`config.mk`:
```
export PLATFORM = sky130hd
export DESIGN_NAME = rsx_exit_ctrl
export DESIGN_NICKNAME = d
export VERILOG_FILES = /design/src/core/rsx_rst_sync.v /design/src/core/rsx_exit_ctrl.v
export VERILOG_INCLUDE_DIRS = /design/src /design/src/core
export SDC_FILE = /design/constraint.sdc
export NUM_CORES = 1
export LEC_CHECK = 0
export BUFFER_PORTS_ARGS = -buffer_cell sky130_fd_sc_hd__buf_4
export CORE_MARGIN = 1.5
export CORE_UTILIZATION = 40
export DETAILED_ROUTE_END_ITERATION = 7
export GPL_ROUTABILITY_DRIVEN = 1
export HOLD_SLACK_MARGIN = 0.05
export PLACE_DENSITY = 0.75
export SETUP_SLACK_MARGIN = 0.02
export SKIP_CTS_REPAIR_TIMING = 1
export SYNTH_ARGS = -nofsm -noshare
export SYNTH_HDL_FRONTEND = slang
export SYNTH_SLANG_ARGS = --single-unit
```
`constraint.sdc`:
```
create_clock -name clock -period 2.63 [get_ports clock]
set_input_delay 0.263 -clock clock [delete_from_list [all_inputs] [get_ports clock]]
set_output_delay 0.263 -clock clock [all_outputs]
set_load 0.01 [all_outputs]
```
`src/core/rsx_regs.vh`:
```
// register map, field positions and codes of the receive exit controller
`ifndef RSX_REGS_VH
`define RSX_REGS_VH

// word indices (byte address is four times the index)
`define RSX_IDX_SEQ_CFG2 10'h037
`define RSX_IDX_CTRL 10'h040
`define RSX_IDX_STATE 10'h041
`define RSX_IDX_IRQ_STAT 10'h042
`define RSX_IDX_IRQ_MASK 10'h043

// sequencer_config_two fields
`define RSX_EXIT_MSB 7
`define RSX_EXIT_LSB 5
`define RSX_TMO_MSB 4
`define RSX_TMO_LSB 3
`define RSX_SEQ_CFG2_RST 8'h00

// control register fields
`define RSX_CTRL_LOW_POWER_BIT 0
`define RSX_CTRL_IDLE_SLEEP_BIT 1
`define RSX_CTRL_RST 2'h0

// receive exit selector codes
`define RSX_EXIT_PAYLOAD_DONE 3'h1
`define RSX_EXIT_PAYLOAD_LOWPWR 3'h2
`define RSX_EXIT_CHECKSUM 3'h3
`define RSX_EXIT_STRENGTH_OFF 3'h4
`define RSX_EXIT_SYNC_OFF 3'h5
`define RSX_EXIT_PREAMBLE_OFF 3'h6

// receive timeout selector codes
`define RSX_TMO_RESTART 2'h0
`define RSX_TMO_TRANSMIT 2'h1
`define RSX_TMO_LOWPWR 2'h2
`define RSX_TMO_OFF 2'h3

// interrupt status bits
`define RSX_IRQ_W 6
`define RSX_IRQ_PACKET 0
`define RSX_IRQ_HALT 1
`define RSX_IRQ_IDLE 2
`define RSX_IRQ_TX 3
`define RSX_IRQ_RESTART 4
`define RSX_IRQ_TIMEOUT 5
`define RSX_IRQ_RST 6'h00

// axi response codes
`define RSX_RESP_OKAY 2'h0
`define RSX_RESP_SLVERR 2'h2

`endif

```
`src/core/rsx_rst_sync.v`:
```
// two-stage release synchroniser for the asynchronous reset
`timescale 1ns/1ps
module rsx_rst_sync
(
	input wire clock,
	input wire resetn,
	output wire rst_sync_n
);
	reg meta_ff;
	reg hold_ff;

	// assert at once, release after two clock edges
	always @(posedge clock or negedge resetn)
	begin
		if (!resetn)
		begin
			meta_ff <= 1'b0;
			hold_ff <= 1'b0;
		end
		else
		begin
			meta_ff <= 1'b1;
			hold_ff <= meta_ff;
		end
	end

	assign rst_sync_n = hold_ff;
endmodule

```
`src/core/rsx_exit_ctrl.v`:
```
// receive state exit controller of the radio sequencer with axi4-lite slave
// Operation
// - exit code 001: payload complete moves receive to packet done
// - exit code 010: payload complete moves receive to low power choice
// - exit code 011: checksum good moves receive to packet done
// - codes 100/101/110: strength, sync, preamble event halts the sequencer
// - timeout code picks restart, transmit, low power choice or halt
// - code 011: payload without good checksum follows the timeout choice
// - receive timeout is any of strength, preamble or sync timeouts
// - low power choice: 0 halts in initial mode, 1 enters idle
`timescale 1ns/1ps
`include "rsx_regs.vh"
module rsx_exit_ctrl
(
	input wire clock,
	input wire resetn,
	input wire clock_enable,
	input wire s_axi_awvalid,
	output wire s_axi_awready,
	input wire [11:0] s_axi_awaddr,
	input wire [2:0] s_axi_awprot,
	input wire s_axi_wvalid,
	output wire s_axi_wready,
	input wire [31:0] s_axi_wdata,
	input wire [3:0] s_axi_wstrb,
	output wire s_axi_bvalid,
	input wire s_axi_bready,
	output wire [1:0] s_axi_bresp,
	input wire s_axi_arvalid,
	output wire s_axi_arready,
	input wire [11:0] s_axi_araddr,
	input wire [2:0] s_axi_arprot,
	output wire s_axi_rvalid,
	input wire s_axi_rready,
	output wire [31:0] s_axi_rdata,
	output wire [1:0] s_axi_rresp,
	input wire enter_receive,
	input wire sequencer_stop,
	input wire payload_complete_event,
	input wire checksum_good_event,
	input wire signal_strength_event,
	input wire sync_match_event,
	input wire preamble_found_event,
	input wire signal_strength_timeout,
	input wire preamble_timeout,
	input wire sync_signal_timeout,
	output wire [2:0] sequencer_state,
	output wire reception_restart,
	output wire idle_sleep_mode,
	output wire receive_timeout_event,
	output wire irq
);
	// sequencer states
	localparam ST_HALTED = 3'h0;
	localparam ST_RECEIVE = 3'h1;
	localparam ST_PACKET_DONE = 3'h2;
	localparam ST_TRANSMIT = 3'h3;
	localparam ST_IDLE = 3'h4;

	wire rst_n, ce;
	reg [2:0] exit_sel_ff;
	reg [1:0] tmo_sel_ff;
	reg [1:0] ctrl_ff;
	reg [2:0] state_ff;
	reg [2:0] nxt_state;
	reg restart_ff, nxt_restart;
	reg [5:0] prev_ff;
	reg [`RSX_IRQ_W-1:0] irq_stat_ff;
	reg [`RSX_IRQ_W-1:0] irq_mask_ff;
	reg [`RSX_IRQ_W-1:0] evt_set;
	reg aw_got_ff, w_got_ff;
	reg [9:0] aw_idx_ff;
	reg [31:0] wdata_ff;
	reg wstrb0_ff;
	reg bvalid_ff;
	reg [1:0] bresp_ff, rresp_ff;
	reg rvalid_ff;
	reg [31:0] rdata_ff;
	reg [31:0] rd_word;
	reg rd_ok;
	wire [5:0] evt_level, evt_rise;
	wire tmo_any;
	wire wr_fire, wr_ok;
	wire [2:0] low_power_dest;
	wire [7:0] cfg2_word;

	assign ce = clock_enable;

	rsx_rst_sync u_rst_sync
	(
		.clock(clock),
		.resetn(resetn),
		.rst_sync_n(rst_n)
	);

	// receive timeout is the or of the three timeouts
	assign tmo_any = signal_strength_timeout | preamble_timeout |
		sync_signal_timeout;
	assign receive_timeout_event = tmo_any;

	// rising edges so that a held level gives only one transition
	assign evt_level = {tmo_any, preamble_found_event, sync_match_event,
		signal_strength_event, checksum_good_event, payload_complete_event};
	assign evt_rise = evt_level & ~prev_ff;

	// low power choice destination
	assign low_power_dest = ctrl_ff[`RSX_CTRL_LOW_POWER_BIT] ?
		ST_IDLE : ST_HALTED;
	assign idle_sleep_mode = ctrl_ff[`RSX_CTRL_IDLE_SLEEP_BIT];

	// next state of the sequencer; exit events win over timeouts
	always @*
	begin
		nxt_state = state_ff;
		nxt_restart = 1'b0;
		if (sequencer_stop)
			nxt_state = ST_HALTED;
		else if (state_ff != ST_RECEIVE)
		begin
			if (enter_receive)
				nxt_state = ST_RECEIVE;
		end
		else
		begin
			// only the receive state evaluates exits
			case (exit_sel_ff)
			`RSX_EXIT_PAYLOAD_DONE:
				if (evt_rise[0])
					nxt_state = ST_PACKET_DONE;
			`RSX_EXIT_PAYLOAD_LOWPWR:
				if (evt_rise[0])
					nxt_state = low_power_dest;
			`RSX_EXIT_CHECKSUM:
				if (evt_rise[1])
					nxt_state = ST_PACKET_DONE;
			`RSX_EXIT_STRENGTH_OFF:
				if (evt_rise[2])
					nxt_state = ST_HALTED;
			`RSX_EXIT_SYNC_OFF:
				if (evt_rise[3])
					nxt_state = ST_HALTED;
			`RSX_EXIT_PREAMBLE_OFF:
				if (evt_rise[4])
					nxt_state = ST_HALTED;
			default: // unused codes take no event exit
				nxt_state = state_ff;
			endcase
			// timeout, or payload without good checksum under code 011
			if ((nxt_state == ST_RECEIVE) && (evt_rise[5] ||
				((exit_sel_ff == `RSX_EXIT_CHECKSUM) && evt_rise[0] &&
				!checksum_good_event)))
			begin
				case (tmo_sel_ff)
				`RSX_TMO_RESTART:
					nxt_restart = 1'b1;
				`RSX_TMO_TRANSMIT:
					nxt_state = ST_TRANSMIT;
				`RSX_TMO_LOWPWR:
					nxt_state = low_power_dest;
				`RSX_TMO_OFF:
					nxt_state = ST_HALTED;
				default:
					nxt_state = state_ff;
				endcase
			end
		end
	end

	// state, restart pulse and edge history
	always @(posedge clock or negedge rst_n)
	begin
		if (!rst_n)
		begin
			state_ff <= ST_HALTED;
			restart_ff <= 1'b0;
			prev_ff <= 6'h00;
		end
		else if (ce)
		begin
			state_ff <= nxt_state;
			restart_ff <= nxt_restart;
			prev_ff <= evt_level;
		end
	end

	assign sequencer_state = state_ff;
	assign reception_restart = restart_ff;

	// interrupt sources: entry into each destination, reception restart and receive timeout
	always @*
	begin
		evt_set = `RSX_IRQ_RST;
		if (nxt_state != state_ff)
		begin
			evt_set[`RSX_IRQ_PACKET] = (nxt_state == ST_PACKET_DONE);
			evt_set[`RSX_IRQ_HALT] = (nxt_state == ST_HALTED);
			evt_set[`RSX_IRQ_IDLE] = (nxt_state == ST_IDLE);
			evt_set[`RSX_IRQ_TX] = (nxt_state == ST_TRANSMIT);
		end
		evt_set[`RSX_IRQ_RESTART] = nxt_restart;
		evt_set[`RSX_IRQ_TIMEOUT] = evt_rise[5] && (state_ff == ST_RECEIVE);
	end

	// axi write side: address and data taken in either order
	assign s_axi_awready = ce & ~aw_got_ff & ~bvalid_ff;
	assign s_axi_wready = ce & ~w_got_ff & ~bvalid_ff;
	assign wr_fire = ce & aw_got_ff & w_got_ff & ~bvalid_ff;
	assign wr_ok = (aw_idx_ff == `RSX_IDX_SEQ_CFG2) ||
		(aw_idx_ff == `RSX_IDX_CTRL) || (aw_idx_ff == `RSX_IDX_STATE) ||
		(aw_idx_ff == `RSX_IDX_IRQ_STAT) || (aw_idx_ff == `RSX_IDX_IRQ_MASK);

	always @(posedge clock or negedge rst_n)
	begin
		if (!rst_n)
		begin
			aw_got_ff <= 1'b0;
			w_got_ff <= 1'b0;
			aw_idx_ff <= 10'h000;
			wdata_ff <= 32'h00000000;
			wstrb0_ff <= 1'b0;
			bvalid_ff <= 1'b0;
			bresp_ff <= `RSX_RESP_OKAY;
		end
		else if (ce)
		begin
			if (s_axi_awvalid && s_axi_awready)
			begin
				aw_got_ff <= 1'b1;
				aw_idx_ff <= s_axi_awaddr[11:2];
			end
			if (s_axi_wvalid && s_axi_wready)
			begin
				w_got_ff <= 1'b1;
				wdata_ff <= s_axi_wdata;
				wstrb0_ff <= s_axi_wstrb[0];
			end
			if (wr_fire)
			begin
				aw_got_ff <= 1'b0;
				w_got_ff <= 1'b0;
				bvalid_ff <= 1'b1;
				bresp_ff <= wr_ok ? `RSX_RESP_OKAY : `RSX_RESP_SLVERR;
			end
			else if (bvalid_ff && s_axi_bready)
				bvalid_ff <= 1'b0;
		end
	end

	assign s_axi_bvalid = bvalid_ff;
	assign s_axi_bresp = bresp_ff;

	// writable registers; hardware set wins over write-one-to-clear
	always @(posedge clock or negedge rst_n)
	begin
		if (!rst_n)
		begin
			exit_sel_ff <= 3'h0;
			tmo_sel_ff <= 2'h0;
			ctrl_ff <= `RSX_CTRL_RST;
			irq_stat_ff <= `RSX_IRQ_RST;
			irq_mask_ff <= `RSX_IRQ_RST;
		end
		else if (ce)
		begin
			if (wr_fire && wstrb0_ff &&
				(aw_idx_ff == `RSX_IDX_SEQ_CFG2))
			begin
				exit_sel_ff <= wdata_ff[`RSX_EXIT_MSB:`RSX_EXIT_LSB];
				tmo_sel_ff <= wdata_ff[`RSX_TMO_MSB:`RSX_TMO_LSB];
			end
			if (wr_fire && wstrb0_ff && (aw_idx_ff == `RSX_IDX_CTRL))
				ctrl_ff <= wdata_ff[1:0];
			if (wr_fire && wstrb0_ff && (aw_idx_ff == `RSX_IDX_IRQ_MASK))
				irq_mask_ff <= wdata_ff[`RSX_IRQ_W-1:0];
			if (wr_fire && wstrb0_ff && (aw_idx_ff == `RSX_IDX_IRQ_STAT))
				irq_stat_ff <= (irq_stat_ff & ~wdata_ff[`RSX_IRQ_W-1:0]) |
					evt_set;
			else
				irq_stat_ff <= irq_stat_ff | evt_set;
		end
	end

	// level interrupt while any unmasked status bit is set
	assign irq = |(irq_stat_ff & irq_mask_ff);

	// read data mux
	assign cfg2_word = {exit_sel_ff, tmo_sel_ff, 3'h0};
	always @*
	begin
		rd_word = 32'h00000000;
		rd_ok = 1'b1;
		case (s_axi_araddr[11:2])
		`RSX_IDX_SEQ_CFG2:
			rd_word[7:0] = cfg2_word;
		`RSX_IDX_CTRL:
			rd_word[1:0] = ctrl_ff;
		`RSX_IDX_STATE:
			rd_word[2:0] = state_ff;
		`RSX_IDX_IRQ_STAT:
			rd_word[`RSX_IRQ_W-1:0] = irq_stat_ff;
		`RSX_IDX_IRQ_MASK:
			rd_word[`RSX_IRQ_W-1:0] = irq_mask_ff;
		default:
			rd_ok = 1'b0;
		endcase
	end

	// axi read side: one cycle from address to data
	assign s_axi_arready = ce & ~rvalid_ff;
	always @(posedge clock or negedge rst_n)
	begin
		if (!rst_n)
		begin
			rvalid_ff <= 1'b0;
			rdata_ff <= 32'h00000000;
			rresp_ff <= `RSX_RESP_OKAY;
		end
		else if (ce)
		begin
			if (s_axi_arvalid && s_axi_arready)
			begin
				rvalid_ff <= 1'b1;
				rdata_ff <= rd_word;
				rresp_ff <= rd_ok ? `RSX_RESP_OKAY : `RSX_RESP_SLVERR;
			end
			else if (rvalid_ff && s_axi_rready)
				rvalid_ff <= 1'b0;
		end
	end

	assign s_axi_rvalid = rvalid_ff;
	assign s_axi_rdata = rdata_ff;
	assign s_axi_rresp = rresp_ff;
endmodule

```
* Word-level counts from Yosys, hierarchy flattened
Index checks and enable logic that the tools add are counted.
** Word-level totals
- Register bits after elaboration :: 66
- Bits of input ports :: 84
- Output and inout bits :: 48
- Word-level logic and storage cells :: 142
** Operators by class
- Equal/unequal tests :: 26
- Muxes and demuxes :: 36
- Bitwise logic cells :: 21
- Reductions and logical operators :: 39
** Operators by type and width (count)
- 10-bit by 7-bit equality test with 1-bit output (second input constant) :: 8
- 3-bit two-way mux :: 13
- 2-bit AND reduction :: 11
- 10-bit by 6-bit equality test with 1-bit output (second input constant) :: 2
- 6-bit bitwise AND :: 3
- 3-bit one-hot mux with 3 select lines :: 2
- 3-bit one-hot mux with 6 select lines :: 1
- 1-bit logical AND :: 14
- 1-bit two-way mux :: 13
- 3-bit by 2-bit equality test with 1-bit output (second input constant) :: 4
- 3-bit equality test (second input constant) :: 4
- 6-bit inverter :: 2
- 6-bit bitwise OR :: 2
- 3-bit by 1-bit equality test with 1-bit output (second input constant) :: 3
- 1-bit bitwise AND :: 8
- 2-bit one-hot mux with 4 select lines :: 1
- 2-bit nonzero test :: 4
- 2-bit two-way mux :: 3
- 6-bit two-way mux :: 1
- 6-bit OR reduction :: 1
- 1-bit logical OR :: 5
- 5-bit OR reduction :: 1
- 2-bit equality test (second input constant) :: 2
- 4-bit two-way mux :: 1
- other kinds (9) :: 13

* Longest topological paths before layout
- Word-level depth :: 16
- Depth in mapped cells :: 8
- Depth with buffers taken out :: 7

* Modules after synthesis
Synthesis repeated with hierarchy kept, for this count alone.
** Unflattened totals
- Cells, all modules :: 319
- Area total of the unflattened synthesis :: 3360.7 um2
** Modules (own cells, without submodules)
- rsx_exit_ctrl :: times used 1, cells each 316, area an instance 3306.9 um2, sequential area each 1551.5 um2
- rsx_rst_sync :: times used 1, cells each 3, area an instance 53.8 um2, sequential area each 50.0 um2

* Worst setup path after synthesis
OpenSTA, ideal clock, no wires.
- Kind :: register to register
- Start point :: reg state_ff[1] (netlist: sequencer_state[1])
- End point :: reg irq_stat_ff[3]
- Library setup time :: 0.122 ns
- Data arrival time :: 2.158 ns
- Data required time :: 2.508 ns
- Path slack :: 0.351 ns
- Cell stages (with the launch flop) :: 9
- Path buffers :: 1
- Clock period less this slack :: 2.279 ns
- Cells stage by stage :: dfrtp_1 > clkbuf_1 > nor2b_1 > nor2b_1 > nand3b_1 > or3_1 > o221a_2 > nor2b_2 > a32o_1
** On the way
- Cells in the longest elaborated chain, start to end :: 13
- Elaborated cells between the ends (all ways) :: 23
- Those cells by class :: eq/ne (4); mux (16); bitwise (2); reduce/logical (1)
** Ends and longest elaborated chain
- start: declaration :: line rsx_exit_ctrl.v:64 : reg [2:0] state_ff;
- start signal: assignment :: line rsx_exit_ctrl.v:180 : state_ff <= nxt_state;
- 3-bit two-way mux, or another cell as far along :: line rsx_exit_ctrl.v:143 : if (evt_rise[4])
- 3-bit one-hot mux with 6 select lines :: line rsx_exit_ctrl.v:126 : case (exit_sel_ff)
- 3-bit two-way mux :: line rsx_exit_ctrl.v:118 : else if (state_ff != ST_RECEIVE)
- 3-bit two-way mux :: line rsx_exit_ctrl.v:116 : if (sequencer_stop)
- 3-bit by 1-bit equality test with 1-bit output :: line rsx_exit_ctrl.v:149 : if ((nxt_state == ST_RECEIVE) && (evt_rise[5] ||
- 1-bit logical AND :: line rsx_exit_ctrl.v:149
- 3-bit two-way mux :: line rsx_exit_ctrl.v:149
- 3-bit two-way mux :: line rsx_exit_ctrl.v:118
- 3-bit two-way mux :: line rsx_exit_ctrl.v:116
- 3-bit by 2-bit equality test with 1-bit output or 3-bit inequality test (tied branches) :: line rsx_exit_ctrl.v:198, rsx_exit_ctrl.v:193
- 4-bit two-way mux (*) :: line rsx_exit_ctrl.v:193 : if (nxt_state != state_ff)
- 6-bit bitwise OR (on tied branches) :: line rsx_exit_ctrl.v:279, rsx_exit_ctrl.v:276
- 6-bit two-way mux (*) :: line rsx_exit_ctrl.v:275 : if (wr_fire && wstrb0_ff && (aw_idx_ff == `RSX_IDX_IRQ_STAT))
- end signal: assignment :: line rsx_exit_ctrl.v:260 : irq_stat_ff <= `RSX_IRQ_RST;
- end signal: assignment :: line rsx_exit_ctrl.v:276 : irq_stat_ff <= (irq_stat_ff & ~wdata_ff[`RSX_IRQ_W-1:0]) |
- end signal: assignment :: line rsx_exit_ctrl.v:279 : irq_stat_ff <= irq_stat_ff | evt_set;
- end: declaration :: line rsx_exit_ctrl.v:68 : reg [`RSX_IRQ_W-1:0] irq_stat_ff;
Mark *: on every way between the ends. The rest lies on a longest branch, timed or not. The select of a mux whose other input is x is not followed.
A chain may end at the register's enable or synchronous reset.

* Final worst setup path
- Start point :: reg prev_ff[0]
- End point :: reg irq_stat_ff[3]
** On the way
- Cells in the longest elaborated chain, start to end :: 15
- Elaborated cells between the ends (all ways) :: 22
- Those cells by class :: eq/ne (3); mux (11); bitwise (4); reduce/logical (4)
** Ends and longest elaborated chain
- start: declaration :: line rsx_exit_ctrl.v:67 : reg [5:0] prev_ff;
- start signal: assignment :: line rsx_exit_ctrl.v:182 : prev_ff <= evt_level;
- 6-bit inverter (*) :: line rsx_exit_ctrl.v:104 : assign evt_rise = evt_level & ~prev_ff;
- 6-bit bitwise AND (*) :: line rsx_exit_ctrl.v:104
- 3-bit two-way mux (on tied branches) :: line rsx_exit_ctrl.v:131, rsx_exit_ctrl.v:128
- 3-bit one-hot mux with 6 select lines :: line rsx_exit_ctrl.v:126
- 3-bit two-way mux :: line rsx_exit_ctrl.v:118
- 3-bit two-way mux :: line rsx_exit_ctrl.v:116
- 3-bit by 1-bit equality test with 1-bit output :: line rsx_exit_ctrl.v:149
- 1-bit logical AND :: line rsx_exit_ctrl.v:149
- 3-bit two-way mux (*) :: line rsx_exit_ctrl.v:149
- 3-bit two-way mux (*) :: line rsx_exit_ctrl.v:118
- 3-bit two-way mux (*) :: line rsx_exit_ctrl.v:116
- 3-bit by 2-bit equality test with 1-bit output or 3-bit inequality test (tied branches) :: line rsx_exit_ctrl.v:198, rsx_exit_ctrl.v:193
- 4-bit two-way mux (*) :: line rsx_exit_ctrl.v:193
- 6-bit bitwise OR (on tied branches) :: line rsx_exit_ctrl.v:279, rsx_exit_ctrl.v:276
- 6-bit two-way mux (*) :: line rsx_exit_ctrl.v:275
Marked as above.

==> flow_summary.json <==
{
  "swShare_pct": 28.6,
  "critPathCaptureType": "flop",
  "netlist_instances": 315,
  "power.share.clock_pct": 32.1,
  "synth-edff-count": 0,
  "switchingPower_mw": 0.843,
  "drv_slew": 0,
  "area_growth_pct": 25.7,
  "synth_seq_cells": 64,
  "gp_congestion": 0.856,
  "cp_num_cells": 7,
  "power.internal_mw": 2.11,
  "htree_num_levels": 3,
  "ant_nets": 0,
  "fin_skew_ns": 0.0154,
  "critPathTopFamily": "simple AND/OR/NAND/NOR gates",
  "max_stage_delay_ns": 0.39,
  "syn_avg_cell_area_um2": 10.5,
  "rrSetupSlack_ns": 0.21,
  "critPathSlowestCell": "dfrtp_1",
  "clock_latency_ns": 0.35,
  "clk_pin_slew_ns": 0.07,
  "period_share_pct": 92.1,
  "worst_slew_pin_slew_ns": 0.584,
  "path_max_fanout": 3,
  "wirelength_um": 7390,
  "power_frac_seq_pct": 47.8,
  "io_pins": 132,
  "die_h_um": 94.1,
  "viasPerCell": 5.23,
  "fin_ws_ns": 0.209,
  "core_area_mm2": 0.00813,
  "wire_per_inst_um": 14.5,
  "antenna_found_initial": 0,
  "postSynth.asyncResetShare_pct": 100,
  "hold_class": "in2reg",
  "rsz0062_at_grt": "false",
  "hold_violations": 0,
  "cts_buffers": 9,
  "synth_cell_types": 53,
  "regToRegEndpoint": "irq_stat_ff[3]",
  "vias": 2661,
  "fmax_ghz": 0.413,
  "crit_buf_inv": 0,
  "hold_slack_ns": 0.120,
  "worstPathArrival_ns": 2.66,
  "p_leak_nw": 1.94,
  "clockRootBuffer": "clkbuf_8",
  "critPathKind": "reg2reg",
  "regToRegStartpoint": "prev_ff[0]",
  "drive_above_1_share_pct": 35.4,
  "worstSetupEndpoint": "irq_stat_ff[3]",
  "clk_path_buf_depth": 2,
  "status": "finished, final reports clean",
  "diodes": 0,
  "die_w_um": 94.1,
  "clock_sinks": 64,
  "cp_cell_sequence": "or3b_1, o32ai_1, nand3b_1, or3_1, o221a_2, nor2b_2, a32o_1",
  "grt_pass1_wl_um": 12500,
  "hpwl_um": 5680,
  "cp-start-kind": "flop",
  "drc": 0,
  "nets": 483,
  "peakVddDrop_uv": 496,
  "worstPathRequired_ns": 2.86,
  "drt_pre_antenna_iters": 4,
  "ys.flop_type": "dfrtp_1",
  "whs_path_depth": 3,
  "n_fill_cell": 767,
  "seq_area_frac_synth_pct": 48.2,
  "finalSetupViolCount": 0,
  "syn_area_mm2": 0.00332,
  "tritoncts": "yes",
  "first_iter_violations": 143,
  "initial_core_util_pct": 40.8,
  "fin_tns_setup_ns": 0,
  "dp_slack_ns": 0.163,
  "cap_violations": 0,
  "die_area_mm2": 0.00885,
  "ys.warnings.count": 0,
  "startpoint": "prev_ff[0]",
  "layout_min_cycle_time_ns": 2.42,
  "reg2regPathDepth": 7,
  "maxSlewHeadroom_pct": 61.1,
  "grt_max_degree": 38,
  "grt_pass1_vias": 2634,
  "numPortBuffers": 68,
  "grt_overflow": 0,
  "p_per_area_mw_per_mm2": 707,
  "power_frac_comb_pct": 20.1,
  "grtUsageTotal_pct": 18.4,
  "row_count": 33
}
## registers in the layout, indices dropped and copies added, names as in the netlist
signal / cells
s_axi_bvalid: 1
wstrb0_ff: 1
reception_restart: 1
aw_got_ff: 1
s_axi_rvalid: 1
u_rst_sync.rst_sync_n: 1
w_got_ff: 1
irq_stat_ff: 6
wdata_ff: 8
sequencer_state: 3
exit_sel_ff: 3
irq_mask_ff: 6
u_rst_sync.meta_ff: 1
prev_ff: 6
tmo_sel_ff: 2
s_axi_rresp: 1
s_axi_bresp: 1
s_axi_rdata: 8
aw_idx_ff: 10
ctrl_ff: 2
## synth_stat cells, types with 3 or more instances
library cell / number / area (um2)
nand3_1: 5 / 25.0
nor2_1: 20 / 75.1
o21ai_0: 16 / 80.1
a21o_1: 3 / 22.5
nor4_1: 5 / 31.3
a32o_1: 3 / 30.0
nand3b_1: 5 / 37.5
mux2i_1: 4 / 40.0
dfrtp_1: 64 / 1600
nand2_1: 35 / 131
a22oi_1: 3 / 22.5
buf_4: 26 / 195
mux2_2: 37 / 417
clkbuf_1: 7 / 26.3
nor3_1: 5 / 25.0
nand2b_1: 7 / 43.8
inv_1: 8 / 30.0
nor2b_1: 9 / 56.3
a21oi_1: 9 / 45.0
## layout make-up
| class | count | area (um2) | share of cell area, % |
|---|---|---|---|
| Clock inverter | 5 | 80.1 | 1.92 |
| Tap cell | 105 | 131 | 3.15 |
| Multi-Input combinational cell | 234 | 1560 | 37.3 |
| Clock buffer | 11 | 141 | 3.39 |
| Inverter | 8 | 30.0 | 0.720 |
| Sequential cell | 64 | 1600 | 38.4 |
| Timing Repair Buffer | 82 | 631 | 15.1 |
## per-stage QoR
step	total power, mW	std cells	util (%)	instance area [um2]
finish	2.95	509	51.3	4170
global route	3.11	509	51.3	4170
CTS	2.98	508	51.2	4160
detailed placement	2.03	492	48.4	3940
global placement	1.99	492	48.4	3940
floorplan	1.78	340	-	3410
## worst reg2reg max path, stage by stage, from the launching register on
cell and delay [ns]:
dfrtp_1 0.39, or3b_1 0.36, o32ai_1 0.37, nand3b_1 0.14
or3_1 0.38, o221a_2 0.29, nor2b_2 0.16, a32o_1 0.22
## routing by layer
metal  global-route usage [%]  wire length, um  vias to the layer above
met1                     22.3             3120                     1288
li1                         -                -                     1239
met2                     31.1             3610                      116
met4                     7.46              139                        0
met3                     4.94              529                       18
met5                        0                0                        -
## worst min-delay path by stage
| stage | end | start |
|---|---|---|
| floorplan | u_rst_sync.meta_ff | resetn |
| global placement | u_rst_sync.meta_ff | resetn |
| detailed placement | u_rst_sync.meta_ff | resetn |
| CTS | u_rst_sync.rst_sync_n | resetn |
| global route | wdata_ff[6] | s_axi_wdata[6] |
| finish | aw_idx_ff[1] | s_axi_awaddr[3] |
## logic make-up after synthesis
logic type	Yosys count	share of synthesized area (%)
flip-flops	64	48.2
other	2	0.226
multiplexers	43	15.1
buffers and inverters	42	7.73
AND/OR/NAND/NOR	110	17.4
AO/OA/AOI/OAI	54	11.3
## placed cells by master (no fill, tap or decap), drive strengths merged, types with 9 or more instances in the layout
master  count
buf        81
dfrtp      64
mux2       37
nand2      36
conb       27
nor2       20
o21ai      16
clkbuf     11
nor2b      10
a21oi       9
## power groups by stage
| stage | clock network, mW | registers (mW) | logic [mW] |
|---|---|---|---|
| after floorplan | 0 | 1.37 | 0.410 |
| after global placement | 0 | 1.42 | 0.572 |
| after detailed placement | 0 | 1.43 | 0.596 |
| after CTS | 0.971 | 1.41 | 0.599 |
| after global routing | 0.999 | 1.45 | 0.665 |
| final | 0.947 | 1.41 | 0.592 |
Power figures use the tool's default switching activity.
